### src/dcim_consts.svh
`ifndef DCIM_CONSTS_SVH
`define DCIM_CONSTS_SVH

// clock and timing
`define DCIM_CLK_HZ          40000000
`define DCIM_TICK_MS         1
`define DCIM_TICK_CYCLES     (`DCIM_CLK_HZ / 1000 * `DCIM_TICK_MS)
`define DCIM_BLINK_HZ        1
`define DCIM_BLINK_HALF_MS   (1000 / (2 * `DCIM_BLINK_HZ))
`define DCIM_SEQ_ERR_MAX_MS  100

// register byte addresses
`define DCIM_ADDR_CTRL       12'h000
`define DCIM_ADDR_SYNC_TIME  12'h004
`define DCIM_ADDR_STATUS     12'h008
`define DCIM_ADDR_IRQ_STAT   12'h00C
`define DCIM_ADDR_IRQ_MASK   12'h010

// control fields
`define DCIM_CTRL_MODE_BIT   0
`define DCIM_CTRL_SEQREP_BIT 1

// status fields
`define DCIM_ST_LOGIC_BIT    0
`define DCIM_ST_SYNCERR_BIT  1
`define DCIM_ST_SEQERR_BIT   2
`define DCIM_ST_SEEN_BIT     3
`define DCIM_ST_STATE_LSB    4
`define DCIM_ST_CHA_BIT      8
`define DCIM_ST_CHB_BIT      9
`define DCIM_ST_TIMER_LSB    16

// interrupt fields
`define DCIM_IRQ_SYNC_BIT    0
`define DCIM_IRQ_SEQ_BIT     1

// reset values
`define DCIM_CTRL_RST        2'h2
`define DCIM_SYNC_TIME_RST   16'h0000
`define DCIM_IRQ_MASK_RST    2'h0

`endif

### src/dcim_pkg.sv
package dcim_pkg;

    // evaluation state, one-hot
    typedef enum logic [3:0] {
        DCIM_INACTIVE   = 4'h1,
        DCIM_ACTIVE     = 4'h2,
        DCIM_DISCREPANT = 4'h4,
        DCIM_ERROR      = 4'h8
    } dcim_state_e;

    // value of the channel pair alone
    typedef enum logic [2:0] {
        DCIM_PAIR_OFF  = 3'h1,
        DCIM_PAIR_ON   = 3'h2,
        DCIM_PAIR_DISC = 3'h4
    } dcim_pair_e;

    typedef logic [15:0] dcim_ms_t;

endpackage : dcim_pkg

### src/dcim_monitor.sv
// The APB interface to the registers and the register offsets were decided locally.
`timescale 1ns/10ps
`include "dcim_consts.svh"

module dcim_monitor #(
    parameter int unsigned TICK_CYCLES = `DCIM_TICK_CYCLES
) (
    // clock and reset
    input  wire logic        CLK_I,
    input  wire logic        RST_N_I,
    // sensor channels
    input  wire logic        CH_A_I,
    input  wire logic        CH_B_I,
    // apb slave
    input  wire logic        PSEL_I,
    input  wire logic        PENABLE_I,
    input  wire logic        PWRITE_I,
    input  wire logic [11:0] PADDR_I,
    input  wire logic [31:0] PWDATA_I,
    output logic      [31:0] PRDATA_O,
    output logic             PREADY_O,
    output logic             PSLVERR_O,
    // logic program input and indicators
    output logic             LOGIC_IN_O,
    output logic             MODULE_STATUS_RED_O,
    output logic             INPUT_LED_A_O,
    output logic             INPUT_LED_B_O,
    // interrupt
    output logic             IRQ_O
);

    // configuration and status
    logic                  mode_disc_q;    // 1: discrepant evaluation
    logic                  seq_report_q;   // 1: newer revision behaviour
    dcim_pkg::dcim_ms_t    sync_time_q;    // synchronous time in ms
    logic [1:0]            irq_stat_q;     // sticky events
    logic [1:0]            irq_mask_q;     // event enables

    // evaluation
    dcim_pkg::dcim_state_e state_q;        // evaluation state
    dcim_pkg::dcim_state_e state_d;
    dcim_pkg::dcim_pair_e  pair;           // class of the channel pair
    dcim_pkg::dcim_ms_t    timer_q;        // synchronous time timer
    logic                  seen_off_q;     // inactive seen since active
    logic                  sync_err_q;     // timeout flag
    logic                  seq_err_q;      // sequence error flag
    logic                  expired;        // timer at or past limit
    logic                  ev_sync;        // timeout event this cycle
    logic                  ev_seq;         // sequence event this cycle

    // timebase and blink
    logic                  tick_ms;        // 1 ms enable
    logic [9:0]            blink_cnt_q;    // ms within half period
    logic                  blink_q;        // blink phase

    // bus decode
    logic                  setup;          // setup phase
    logic                  wr_en;          // write completes
    logic                  addr_ok;        // mapped address
    logic [31:0]           rd_mux;         // read value

    // ms timebase
    dcim_tick_div #(
        .CYCLES (TICK_CYCLES)
    ) u_tick (
        .clk_i   (CLK_I),
        .rst_n_i (RST_N_I),
        .tick_o  (tick_ms)
    );

    // classify the channel pair
    always_comb begin
        if (!mode_disc_q) begin
            if (CH_A_I != CH_B_I) begin
                pair = dcim_pkg::DCIM_PAIR_DISC;
            end else if (CH_A_I) begin
                pair = dcim_pkg::DCIM_PAIR_ON;
            end else begin
                pair = dcim_pkg::DCIM_PAIR_OFF;
            end
        end else begin
            if (CH_A_I == CH_B_I) begin
                pair = dcim_pkg::DCIM_PAIR_DISC;
            end else if (CH_A_I) begin
                pair = dcim_pkg::DCIM_PAIR_ON;
            end else begin
                pair = dcim_pkg::DCIM_PAIR_OFF;
            end
        end
    end

    // timeout compare every cycle, never with zero limit
    assign expired = (sync_time_q != 16'h0000) && (timer_q >= sync_time_q);

    // next evaluation state
    always_comb begin
        state_d = state_q;
        ev_sync = 1'b0;
        ev_seq  = 1'b0;
        if (state_q == dcim_pkg::DCIM_ERROR) begin
            // leave error only through inactive
            if (pair == dcim_pkg::DCIM_PAIR_OFF) begin
                state_d = dcim_pkg::DCIM_INACTIVE;
            end
        end else if (expired) begin
            // timeout wins whatever the channels show
            state_d = dcim_pkg::DCIM_ERROR;
            ev_sync = 1'b1;
        end else begin
            unique case (pair)
                dcim_pkg::DCIM_PAIR_OFF: begin
                    state_d = dcim_pkg::DCIM_INACTIVE;
                end
                dcim_pkg::DCIM_PAIR_ON: begin
                    if (state_q == dcim_pkg::DCIM_ACTIVE || seen_off_q) begin
                        state_d = dcim_pkg::DCIM_ACTIVE;
                    end else if (seq_report_q) begin
                        // wrong order, reported at once
                        state_d = dcim_pkg::DCIM_ERROR;
                        ev_seq  = 1'b1;
                    end else begin
                        // older behaviour: silent, output stays low
                        state_d = dcim_pkg::DCIM_DISCREPANT;
                    end
                end
                dcim_pkg::DCIM_PAIR_DISC: begin
                    state_d = dcim_pkg::DCIM_DISCREPANT;
                end
                default: begin
                    state_d = state_q;
                end
            endcase
        end
    end

    // evaluation state register
    always_ff @(posedge CLK_I or negedge RST_N_I) begin
        if (!RST_N_I) begin
            state_q <= dcim_pkg::DCIM_INACTIVE;
        end else begin
            state_q <= state_d;
        end
    end

    // inactive-seen memory for the order check
    always_ff @(posedge CLK_I or negedge RST_N_I) begin
        if (!RST_N_I) begin
            seen_off_q <= 1'b0;
        end else if (state_d == dcim_pkg::DCIM_INACTIVE) begin
            seen_off_q <= 1'b1;
        end else if (state_d == dcim_pkg::DCIM_ACTIVE) begin
            seen_off_q <= 1'b0;
        end
    end

    // synchronous time timer
    always_ff @(posedge CLK_I or negedge RST_N_I) begin
        if (!RST_N_I) begin
            timer_q <= 16'h0000;
        end else if (sync_time_q == 16'h0000) begin
            // checking off: timer never starts
            timer_q <= 16'h0000;
        end else if (state_d != dcim_pkg::DCIM_DISCREPANT) begin
            // held at zero outside discrepant, frozen in error
            if (state_d != dcim_pkg::DCIM_ERROR) begin
                timer_q <= 16'h0000;
            end
        end else if (state_q != dcim_pkg::DCIM_DISCREPANT) begin
            // first change into discrepant restarts it
            timer_q <= 16'h0000;
        end else if (tick_ms && timer_q != 16'hFFFF) begin
            timer_q <= timer_q + 16'h0001;
        end
    end

    // timeout flag
    always_ff @(posedge CLK_I or negedge RST_N_I) begin
        if (!RST_N_I) begin
            sync_err_q <= 1'b0;
        end else if (ev_sync) begin
            sync_err_q <= 1'b1;
        end else if (state_d == dcim_pkg::DCIM_INACTIVE && state_q == dcim_pkg::DCIM_ERROR) begin
            sync_err_q <= 1'b0;
        end else if (state_d == dcim_pkg::DCIM_ACTIVE && !mode_disc_q) begin
            sync_err_q <= 1'b0;
        end else if (mode_disc_q && CH_A_I && CH_B_I && state_d == dcim_pkg::DCIM_DISCREPANT) begin
            sync_err_q <= 1'b0;
        end
    end

    // sequence error flag
    always_ff @(posedge CLK_I or negedge RST_N_I) begin
        if (!RST_N_I) begin
            seq_err_q <= 1'b0;
        end else if (ev_seq) begin
            seq_err_q <= 1'b1;
        end else if (state_d == dcim_pkg::DCIM_INACTIVE) begin
            seq_err_q <= 1'b0;
        end
    end

    // logical input, low in every state but active
    always_ff @(posedge CLK_I or negedge RST_N_I) begin
        if (!RST_N_I) begin
            LOGIC_IN_O <= 1'b0;
        end else begin
            LOGIC_IN_O <= (state_d == dcim_pkg::DCIM_ACTIVE);
        end
    end

    // 1 hz blink phase, restarted when error begins
    always_ff @(posedge CLK_I or negedge RST_N_I) begin
        if (!RST_N_I) begin
            blink_cnt_q <= 10'h000;
            blink_q     <= 1'b0;
        end else if (state_q != dcim_pkg::DCIM_ERROR) begin
            blink_cnt_q <= 10'h000;
            blink_q     <= 1'b1;
        end else if (tick_ms) begin
            if (blink_cnt_q >= 10'(`DCIM_BLINK_HALF_MS - 1)) begin
                blink_cnt_q <= 10'h000;
                blink_q     <= !blink_q;
            end else begin
                blink_cnt_q <= blink_cnt_q + 10'h001;
            end
        end
    end

    // indicators: blink in error, else green follows channels
    always_ff @(posedge CLK_I or negedge RST_N_I) begin
        if (!RST_N_I) begin
            MODULE_STATUS_RED_O <= 1'b0;
            INPUT_LED_A_O       <= 1'b0;
            INPUT_LED_B_O       <= 1'b0;
        end else if (state_q == dcim_pkg::DCIM_ERROR) begin
            MODULE_STATUS_RED_O <= blink_q;
            INPUT_LED_A_O       <= blink_q;
            INPUT_LED_B_O       <= blink_q;
        end else begin
            MODULE_STATUS_RED_O <= 1'b0;
            INPUT_LED_A_O       <= CH_A_I;
            INPUT_LED_B_O       <= CH_B_I;
        end
    end

    // bus phases
    assign setup = PSEL_I && !PENABLE_I;
    assign wr_en = PSEL_I && PENABLE_I && PREADY_O && PWRITE_I && !PSLVERR_O;

    // read decode
    always_comb begin
        addr_ok = 1'b1;
        rd_mux  = 32'h0000_0000;
        unique case (PADDR_I)
            `DCIM_ADDR_CTRL: begin
                rd_mux[`DCIM_CTRL_MODE_BIT]   = mode_disc_q;
                rd_mux[`DCIM_CTRL_SEQREP_BIT] = seq_report_q;
            end
            `DCIM_ADDR_SYNC_TIME: begin
                rd_mux[15:0] = sync_time_q;
            end
            `DCIM_ADDR_STATUS: begin
                rd_mux[`DCIM_ST_LOGIC_BIT]                       = LOGIC_IN_O;
                rd_mux[`DCIM_ST_SYNCERR_BIT]                     = sync_err_q;
                rd_mux[`DCIM_ST_SEQERR_BIT]                      = seq_err_q;
                rd_mux[`DCIM_ST_SEEN_BIT]                        = seen_off_q;
                rd_mux[`DCIM_ST_STATE_LSB +: 4]                  = state_q;
                rd_mux[`DCIM_ST_CHA_BIT]                         = CH_A_I;
                rd_mux[`DCIM_ST_CHB_BIT]                         = CH_B_I;
                rd_mux[`DCIM_ST_TIMER_LSB +: 16]                 = timer_q;
            end
            `DCIM_ADDR_IRQ_STAT: begin
                rd_mux[1:0] = irq_stat_q;
            end
            `DCIM_ADDR_IRQ_MASK: begin
                rd_mux[1:0] = irq_mask_q;
            end
            default: begin
                addr_ok = 1'b0;
            end
        endcase
    end

    // apb answer: ready for exactly one access cycle
    always_ff @(posedge CLK_I or negedge RST_N_I) begin
        if (!RST_N_I) begin
            PREADY_O  <= 1'b0;
            PSLVERR_O <= 1'b0;
            PRDATA_O  <= 32'h0000_0000;
        end else if (setup) begin
            PREADY_O  <= 1'b1;
            PSLVERR_O <= !addr_ok;
            PRDATA_O  <= PWRITE_I ? 32'h0000_0000 : rd_mux;
        end else begin
            PREADY_O  <= 1'b0;
            PSLVERR_O <= 1'b0;
        end
    end

    // configuration writes
    always_ff @(posedge CLK_I or negedge RST_N_I) begin
        if (!RST_N_I) begin
            mode_disc_q  <= 1'(`DCIM_CTRL_RST >> `DCIM_CTRL_MODE_BIT);
            seq_report_q <= 1'(`DCIM_CTRL_RST >> `DCIM_CTRL_SEQREP_BIT);
            sync_time_q  <= `DCIM_SYNC_TIME_RST;
            irq_mask_q   <= `DCIM_IRQ_MASK_RST;
        end else if (wr_en) begin
            unique case (PADDR_I)
                `DCIM_ADDR_CTRL: begin
                    mode_disc_q  <= PWDATA_I[`DCIM_CTRL_MODE_BIT];
                    seq_report_q <= PWDATA_I[`DCIM_CTRL_SEQREP_BIT];
                end
                `DCIM_ADDR_SYNC_TIME: begin
                    sync_time_q <= PWDATA_I[15:0];
                end
                `DCIM_ADDR_IRQ_MASK: begin
                    irq_mask_q <= PWDATA_I[1:0];
                end
                default: begin
                    irq_mask_q <= irq_mask_q;
                end
            endcase
        end
    end

    // sticky events, write one to clear, set wins
    always_ff @(posedge CLK_I or negedge RST_N_I) begin
        if (!RST_N_I) begin
            irq_stat_q <= 2'h0;
        end else begin
            irq_stat_q[`DCIM_IRQ_SYNC_BIT] <= ev_sync ||
                (irq_stat_q[`DCIM_IRQ_SYNC_BIT] &&
                 !(wr_en && PADDR_I == `DCIM_ADDR_IRQ_STAT && PWDATA_I[`DCIM_IRQ_SYNC_BIT]));
            irq_stat_q[`DCIM_IRQ_SEQ_BIT]  <= ev_seq ||
                (irq_stat_q[`DCIM_IRQ_SEQ_BIT] &&
                 !(wr_en && PADDR_I == `DCIM_ADDR_IRQ_STAT && PWDATA_I[`DCIM_IRQ_SEQ_BIT]));
        end
    end

    // level interrupt
    always_ff @(posedge CLK_I or negedge RST_N_I) begin
        if (!RST_N_I) begin
            IRQ_O <= 1'b0;
        end else begin
            IRQ_O <= |(irq_stat_q & irq_mask_q);
        end
    end

endmodule : dcim_monitor

### src/dcim_tick_div.sv
`timescale 1ns/10ps
`include "dcim_consts.svh"

// one-cycle enable every CYCLES clock cycles
module dcim_tick_div #(
    parameter int unsigned CYCLES = `DCIM_TICK_CYCLES
) (
    // clock and reset
    input  wire logic clk_i,
    input  wire logic rst_n_i,
    // tick out
    output logic      tick_o
);

    logic [31:0] cnt_q;  // cycles since last tick

    // free-running divider
    always_ff @(posedge clk_i or negedge rst_n_i) begin
        if (!rst_n_i) begin
            cnt_q  <= 32'h0;
            tick_o <= 1'b0;
        end else if (cnt_q >= CYCLES - 1) begin
            cnt_q  <= 32'h0;
            tick_o <= 1'b1;
        end else begin
            cnt_q  <= cnt_q + 32'h1;
            tick_o <= 1'b0;
        end
    end

endmodule : dcim_tick_div
### config.mk
export PLATFORM = sky130hd
export DESIGN_NAME = dcim_monitor
export DESIGN_NICKNAME = d
export VERILOG_FILES = /design/src/dcim_pkg.sv /design/src/dcim_monitor.sv /design/src/dcim_tick_div.sv
export VERILOG_INCLUDE_DIRS = /design/src
export SDC_FILE = /design/constraint.sdc
export NUM_CORES = 1
export LEC_CHECK = 0
export BUFFER_PORTS_ARGS = -buffer_cell sky130_fd_sc_hd__buf_2
export CORE_ASPECT_RATIO = 1.2
export CORE_UTILIZATION = 54
export CTS_BUF_LIST = sky130_fd_sc_hd__clkbuf_8
export CTS_CLUSTER_DIAMETER = 60
export DETAILED_ROUTE_END_ITERATION = 12
export PLACE_DENSITY = 0.82
export SLEW_MARGIN = 30
export SYNTH_ARGS = -nofsm -noshare
export SYNTH_HDL_FRONTEND = slang
export SYNTH_SLANG_ARGS = --single-unit
export TNS_END_PERCENT = 5
### constraint.sdc
create_clock -name CLK_I -period 2.7 [get_ports CLK_I]
set_clock_uncertainty 0.05 [all_clocks]
set_input_delay 0.135 -clock CLK_I [delete_from_list [all_inputs] [get_ports CLK_I]]
set_output_delay 0.135 -clock CLK_I [all_outputs]
set_load 0.01 [all_outputs]
# After elaboration in Yosys (flattened, before gate mapping)
# Cells that the tools add are included.
dict set report totals {
  in_bits 51
  output_inout_bits 39
  wordCells 141
  ff_bits 128
}
dict set report classes {
  eq_ne 20
  n_reduce_logical 43
  bitwise_logic 1
  mux 49
  n_addsub 3
  order_cmp 3
}
# operator count
set ops {}
lappend ops {{two-way mux 16 bit} 6}
lappend ops {{two-way mux 32 bit} 2}
lappend ops {{adder 32 x 1 -> 32 bit, second input constant} 1}
lappend ops {{greater-or-equal comparator 32 x 16 -> 1 bit, second input constant} 1}
lappend ops {{two-way mux 10 bit} 3}
lappend ops {{two-way mux 1 bit} 25}
lappend ops {{== test 12 x 4 -> 1 bit, second input constant} 2}
lappend ops {{two-way mux 4 bit} 5}
lappend ops {{logical AND 1 bit} 17}
lappend ops {{adder 16 x 1 -> 16 bit, second input constant} 1}
lappend ops {{greater-or-equal comparator 16 bit} 1}
lappend ops {{logical NOT 16 bit} 1}
lappend ops {{inequality test 16 bit, second input constant} 1}
lappend ops {{case mux 8 bit (2 select lines)} 1}
lappend ops {{nonzero test 16 bit} 1}
lappend ops {{== test 12 x 3 -> 1 bit, second input constant} 1}
lappend ops {{== test 12 x 5 -> 1 bit, second input constant} 1}
lappend ops {{logical NOT 12 bit} 1}
lappend ops {{case mux 4 bit (3 select lines)} 1}
lappend ops {{adder 10 x 1 -> 10 bit, second input constant} 1}
lappend ops {{greater-or-equal comparator 10 x 9 -> 1 bit, second input constant} 1}
lappend ops {{case mux 2 bit (5 select lines)} 1}
lappend ops {{AND reduction 2 bit} 5}
lappend ops {{two-way mux 3 bit} 3}
lappend ops {{other kinds (21)} 36}

# Longest topological paths before layout
dict set report depth {
  ltp_word 13
  ltp_mapped 11
  ltp_nobuf 9
}

# By module
# From an unflattened synthesis, not the netlist that was laid out.
dict set report hier_totals {
  cells_unflattened 654
  area_unflattened_um2 6432.4
}
# module n_inst cells_per_inst area_each_um2 seq_area_each_um2
set by_module_without_submodules {}
lappend by_module_without_submodules {dcim_monitor 1 545 5152.4 2379.8}
lappend by_module_without_submodules {dcim_tick_div 1 109 1280.0 825.8}

# Worst setup path before layout
# OpenSTA, ideal clock, no wires.
dict set report synth_timing {
  path_type {register -> register}
  start {register timer_q[0]}
  end {register seq_err_q}
  slack_ns 0.042
  path_buffers 0
  stages_incl_launch_ff 10
  period_less_slack_ns 2.658
  required_ns 2.528
  arrival_ns 2.486
  setup_time_ns 0.122
  cell_sequence {dfrtp_1 inv_1 ha_1 nand2b_1 a2111o_1 a311oi_1 o21ai_1 a31o_2 or4b_1 a32o_1}
}
dict set report synth_via {
  elab_chain_len 6
  word_cells_on_any_way 9
  cone_classes {order compare (1); eq/ne (1); mux (5); reduce/logical (2)}
}
# element line
set synth_lines {}
lappend synth_lines {{start, declared} dcim_monitor.sv:43} ;# dcim_pkg::dcim_ms_t timer_q;
lappend synth_lines {{start signal, assigned} dcim_monitor.sv:172} ;# timer_q <= timer_q + 16'h0001;
lappend synth_lines {{greater-or-equal comparator 16 bit} dcim_monitor.sv:93} ;# assign expired = (sync_time_q != 16'h0000) && (timer_q >= sync_time_q);
lappend synth_lines {{logical AND 1 bit} dcim_monitor.sv:93}
lappend synth_lines {{two-way mux 4 bit} dcim_monitor.sv:105} ;# end else if (expired) begin
lappend synth_lines {{two-way mux 4 bit} dcim_monitor.sv:100} ;# if (state_q == dcim_pkg::DCIM_ERROR) begin
lappend synth_lines {{named net state_d[3]} dcim_monitor.sv:41} ;# dcim_pkg::dcim_state_e state_d;
lappend synth_lines {{== test 4 x 1 -> 1 bit} dcim_monitor.sv:197} ;# end else if (state_d == dcim_pkg::DCIM_INACTIVE) begin
lappend synth_lines {{nonzero test 2 bit (no line)} n/a}
lappend synth_lines {{end signal, assigned} dcim_monitor.sv:194} ;# seq_err_q <= 1'b0;
lappend synth_lines {{end signal, assigned} dcim_monitor.sv:196} ;# seq_err_q <= 1'b1;
lappend synth_lines {{end signal, assigned} dcim_monitor.sv:198} ;# seq_err_q <= 1'b0;
lappend synth_lines {{end, declared} dcim_monitor.sv:46} ;# logic seq_err_q;
# The timed path passes the listed nets, and every way through them passes these cells.
# A chain may end at the register's enable or synchronous reset.

# Final worst setup path
# Ends and elaborated chain as after synthesis.

==> impl_metrics.prom <==
# TYPE chip_impl_metric gauge
chip_impl_info{name="outcome",value="finished with violations"} 1
chip_impl_info{name="violations_in_the_final_reports",value="negative setup slack"} 1
chip_impl_metric{name="finalWirelength",unit="um"} 16600
chip_impl_metric{name="final_core_area_utilization",unit="%"} 69.6
chip_impl_metric{name="clock_sinks",unit=""} 128
chip_impl_info{name="worst_hold_startpoint",value="PADDR_I[2]"} 1
chip_impl_metric{name="htreeDepth",unit=""} 4
chip_impl_metric{name="drive_gt1_share",unit="%"} 26.4
chip_impl_info{name="ranking_of_synthesized_cells_by_instance_count",value="126 x dfrtp_1, 76 x nand2_1, 42 x nor2_1"} 1
chip_impl_metric{name="synth_top_area_share",unit="%"} 48.9
chip_impl_metric{name="syn_area",unit="sq um"} 6450
chip_impl_metric{name="seq_area_frac_synth",unit="%"} 49.7
chip_impl_metric{name="detailed_place.area",unit="sq um"} 7430
chip_impl_metric{name="floorplan.rows",unit=""} 43
chip_impl_metric{name="hold_violations",unit=""} 0
chip_impl_info{name="path_cells",value="inv_1 > ha_1 > nand2b_1 > a2111o_1 > a311oi_2 > o21ai_2 > a21oi_1 > or4b_1 > a32o_1"} 1
chip_impl_metric{name="post_drt_via_cell_ratio",unit=""} 5.80
chip_impl_metric{name="gp_congestion",unit=""} 0.924
chip_impl_metric{name="die-height",unit="um"} 122
chip_impl_metric{name="period_share",unit="%"} 103
chip_impl_info{name="cts_tree",value="built"} 1
chip_impl_metric{name="drv_slew",unit=""} 0
chip_impl_metric{name="synth.ff_latch_count",unit=""} 128
chip_impl_metric{name="final_net_count",unit=""} 872
chip_impl_metric{name="grt_first_pass_wirelength",unit="um"} 26900
chip_impl_metric{name="count_of_unique_library_cells_instantiated_by_yosys",unit=""} 84
chip_impl_metric{name="post-place-cells",unit=""} 911
chip_impl_metric{name="max_root_sink_buffers",unit=""} 2
chip_impl_metric{name="crit_path_max_cell_delay",unit="ns"} 0.49
chip_impl_metric{name="drtAntennaViolNets",unit=""} 0
chip_impl_metric{name="port_buffers",unit=""} 73
chip_impl_metric{name="worst_slack",unit="ns"} -0.0701
chip_impl_info{name="critical_path.reg2reg.startpoint",value="timer_q[0]"} 1
chip_impl_metric{name="synthesis.area_per_instance",unit="sq um"} 10.3
chip_impl_info{name="rsz_0062_raised_after_global_routing",value="true"} 1
chip_impl_metric{name="design.core.area",unit="sq um"} 11600
chip_impl_metric{name="dpl_worst_slack",unit="ns"} -0.426
chip_impl_metric{name="floorplan.die_area",unit="sq um"} 12400
chip_impl_metric{name="antenna_cells_inserted",unit=""} 0
chip_impl_metric{name="start_util",unit="%"} 55.5
chip_impl_metric{name="timing.reg2reg.setup_slack",unit="ns"} -0.07
chip_impl_info{name="cell_with_the_most_instances_after_synthesis",value="dfrtp_1"} 1
chip_impl_metric{name="route.vias.total",unit=""} 5605
chip_impl_metric{name="antenna_found_initial",unit=""} 0
chip_impl_metric{name="gr-total-overflow",unit=""} 0
chip_impl_metric{name="yosys_warnings",unit=""} 0
chip_impl_metric{name="non_filler_instance_count_after_layout",unit=""} 967
chip_impl_metric{name="clk-insertion-delay-late",unit="ns"} 0.46
chip_impl_metric{name="synth_cells",unit=""} 626
chip_impl_metric{name="num_io_pins",unit=""} 90
chip_impl_metric{name="post-route-drc-count",unit=""} 0
chip_impl_metric{name="avgRoutedWirePerCell",unit="um"} 17.2
chip_impl_metric{name="leakage",unit="nW"} 3.88
chip_impl_info{name="predominant_post_synthesis_flop_cell",value="dfrtp_1"} 1
chip_impl_info{name="critical-path-top-delay-family",value="compound AO/OA/AOI/OAI gates"} 1
chip_impl_metric{name="drt_first_pass_iters",unit=""} 5
chip_impl_metric{name="timing.hold.ws",unit="ns"} 0.0642
chip_impl_metric{name="cp_data_required_time",unit="ns"} 3.00
chip_impl_metric{name="setup_viol_count_final",unit=""} 1
chip_impl_info{name="timing.setup.critical_path_class",value="flop to flop"} 1
chip_impl_metric{name="finalInstanceArea",unit="sq um"} 8080
chip_impl_info{name="synthDominantAreaCellType",value="dfrtp_1"} 1
chip_impl_metric{name="first_iter_violations",unit=""} 602
chip_impl_metric{name="transition_time_of_the_tightest_slew_check_pin",unit="ns"} 0.564
chip_impl_info{name="crit_path_start",value="timer_q[0]"} 1
chip_impl_metric{name="ir_drop",unit="mV"} 0.325
chip_impl_info{name="hp-class",value="input port to flop"} 1
chip_impl_metric{name="fmaxAchievable",unit="MHz"} 361
chip_impl_metric{name="power-per-cell-area",unit="nW/um^2"} 547
chip_impl_metric{name="crit_fanout",unit=""} 6
chip_impl_metric{name="path_buf_inv",unit=""} 1
chip_impl_metric{name="synth_edf_count",unit=""} 0
chip_impl_metric{name="grt_max_degree",unit=""} 71
chip_impl_metric{name="first_global_vias",unit=""} 5581
chip_impl_info{name="worst_setup_path_start_kind",value="flop"} 1
chip_impl_metric{name="synth-async-reset-ratio",unit="%"} 100
chip_impl_metric{name="die_width",unit="um"} 102
chip_impl_metric{name="max_cap_viol_count",unit=""} 0
chip_impl_metric{name="maxSlewHeadroom",unit="%"} 62.4
chip_impl_metric{name="clkTransAtPathRegs",unit="ns"} 0.08
chip_impl_metric{name="layout-area-overhead-vs-synth",unit="%"} 25.4
chip_impl_metric{name="cp.arrival",unit="ns"} 3.07
chip_impl_info{name="root_buffer",value="clkbuf_8"} 1
chip_impl_metric{name="gr-usage-all-layers",unit="%"} 28.7
chip_impl_metric{name="final_period_minus_worst_setup_slack",unit="ns"} 2.77
chip_impl_info{name="timing.critical_path.slowest_stage_cell",value="or4b_1"} 1
chip_impl_info{name="setup.worst_path.end_class",value="flop"} 1
chip_impl_metric{name="dpl.hpwl",unit="um"} 11900
chip_impl_metric{name="cts_buffers",unit=""} 17
chip_impl_info{name="synthTopCellsByArea",value="dfrtp_1 49%, ha_1 4.5%, nand2_1 4.4%"} 1
chip_impl_metric{name="count_of_filler_cells_inserted_in_the_layout",unit=""} 870
[metal layers]
metal	vias to the layer above	wire (um)	GRT usage, %
li1	2586	-	-
met1	2733	6730	36.2
met2	245	8420	47.7
met3	41	1020	5.57
met4	0	457	13.0
met5	-	0	0
[tightest hold or removal path: stages]
cell	delay, ns
buf_2	0.16
nor4_1	0.11
nand2_1	0.07
o21ai_0	0.07
[state kept, by name, indices dropped and copies added, names as in the netlist, 2 cells and up]
signal        cells
blink_cnt_q      10
sync_time_q      16
state_q           4
irq_mask_q        2
PRDATA_O         32
u_tick.cnt_q     32
timer_q          16
irq_stat_q        2
[metrics by stage]
step | total power [mW] | TNS, ns
CTS | 4.40 | -0.0348
floorplan | 2.51 | 0
global route | 4.59 | -0.981
detailed placement | 2.79 | -4.64
finish | 4.42 | -0.0701
global placement | 2.77 | -2.15
[cell usage in the layout, fill, tap and decap left out, drive strengths merged, types with 4 or more instances in the layout]
cell	n
a21oi	20
and4	4
nor4b	5
and3	13
o21ai	52
clkinv	5
nor3	8
nand3b	9
ha	23
clkbuf	18
nand4	6
nand2b	6
a21boi	4
a22o	19
o211ai	9
xnor2	7
mux2	5
or2	4
nor4	14
conb	16
a22oi	9
nand3	30
a32o	4
dfrtp	126
clkinvlp	4
nand2	76
inv	37
xor2	8
nor3b	9
nor2b	5
dlygate4sd3	21
buf	140
nor2	44
[where the power goes]
group          switching (mW)  internal [mW]
sequential             0.0933           2.00
clock                   0.761          0.823
combinational           0.420          0.330
[final cells by class]
type / instances / area, sq um / area share, %
Sequential cell: 128 / 3210 / 39.7
Multi-Input combinational cell: 455 / 3070 / 38.0
Timing Repair Buffer: 161 / 1110 / 13.7
Clock buffer: 18 / 248 / 3.06
Tap cell: 157 / 196 / 2.43
Inverter: 35 / 131 / 1.63
Clock inverter: 13 / 125 / 1.55
[path summary, 6_finish.rpt]
path,cells past startpoint,end
worst max-delay path,9,seq_err_q
worst min-delay path,4,seq_report_q
worst max register to register,9,seq_err_q
worst min register to register,2,PRDATA_O[13]
max in group asynchronous,3,timer_q[2]
min in group asynchronous,2,timer_q[0]
[repair_timing]
| action | in CTS | in global routing |
|---|---|---|
| endpoints found under the setup margin | 16 | 19 |
| endpoints found under the hold margin | 120 | 0 |
| pin swaps | 5 | 11 |
| hold buffers | 21 | 0 |
| setup buffers | 2 | 2 |
| gates resized for setup | 3 | 5 |
[logic make-up after synthesis]
logic type / share of synthesized area (%)
and+or+nand+nor: 21.4
AOI/OAI and AO/OA: 16.8
DFF: 49.7
buffers and inverters: 3.98
adders and majority gates: 4.46
xor gates and xnor gates: 2.04
muxes: 1.53
other: 0.0582
No activity file was read; power rests on OpenSTA's default activity.
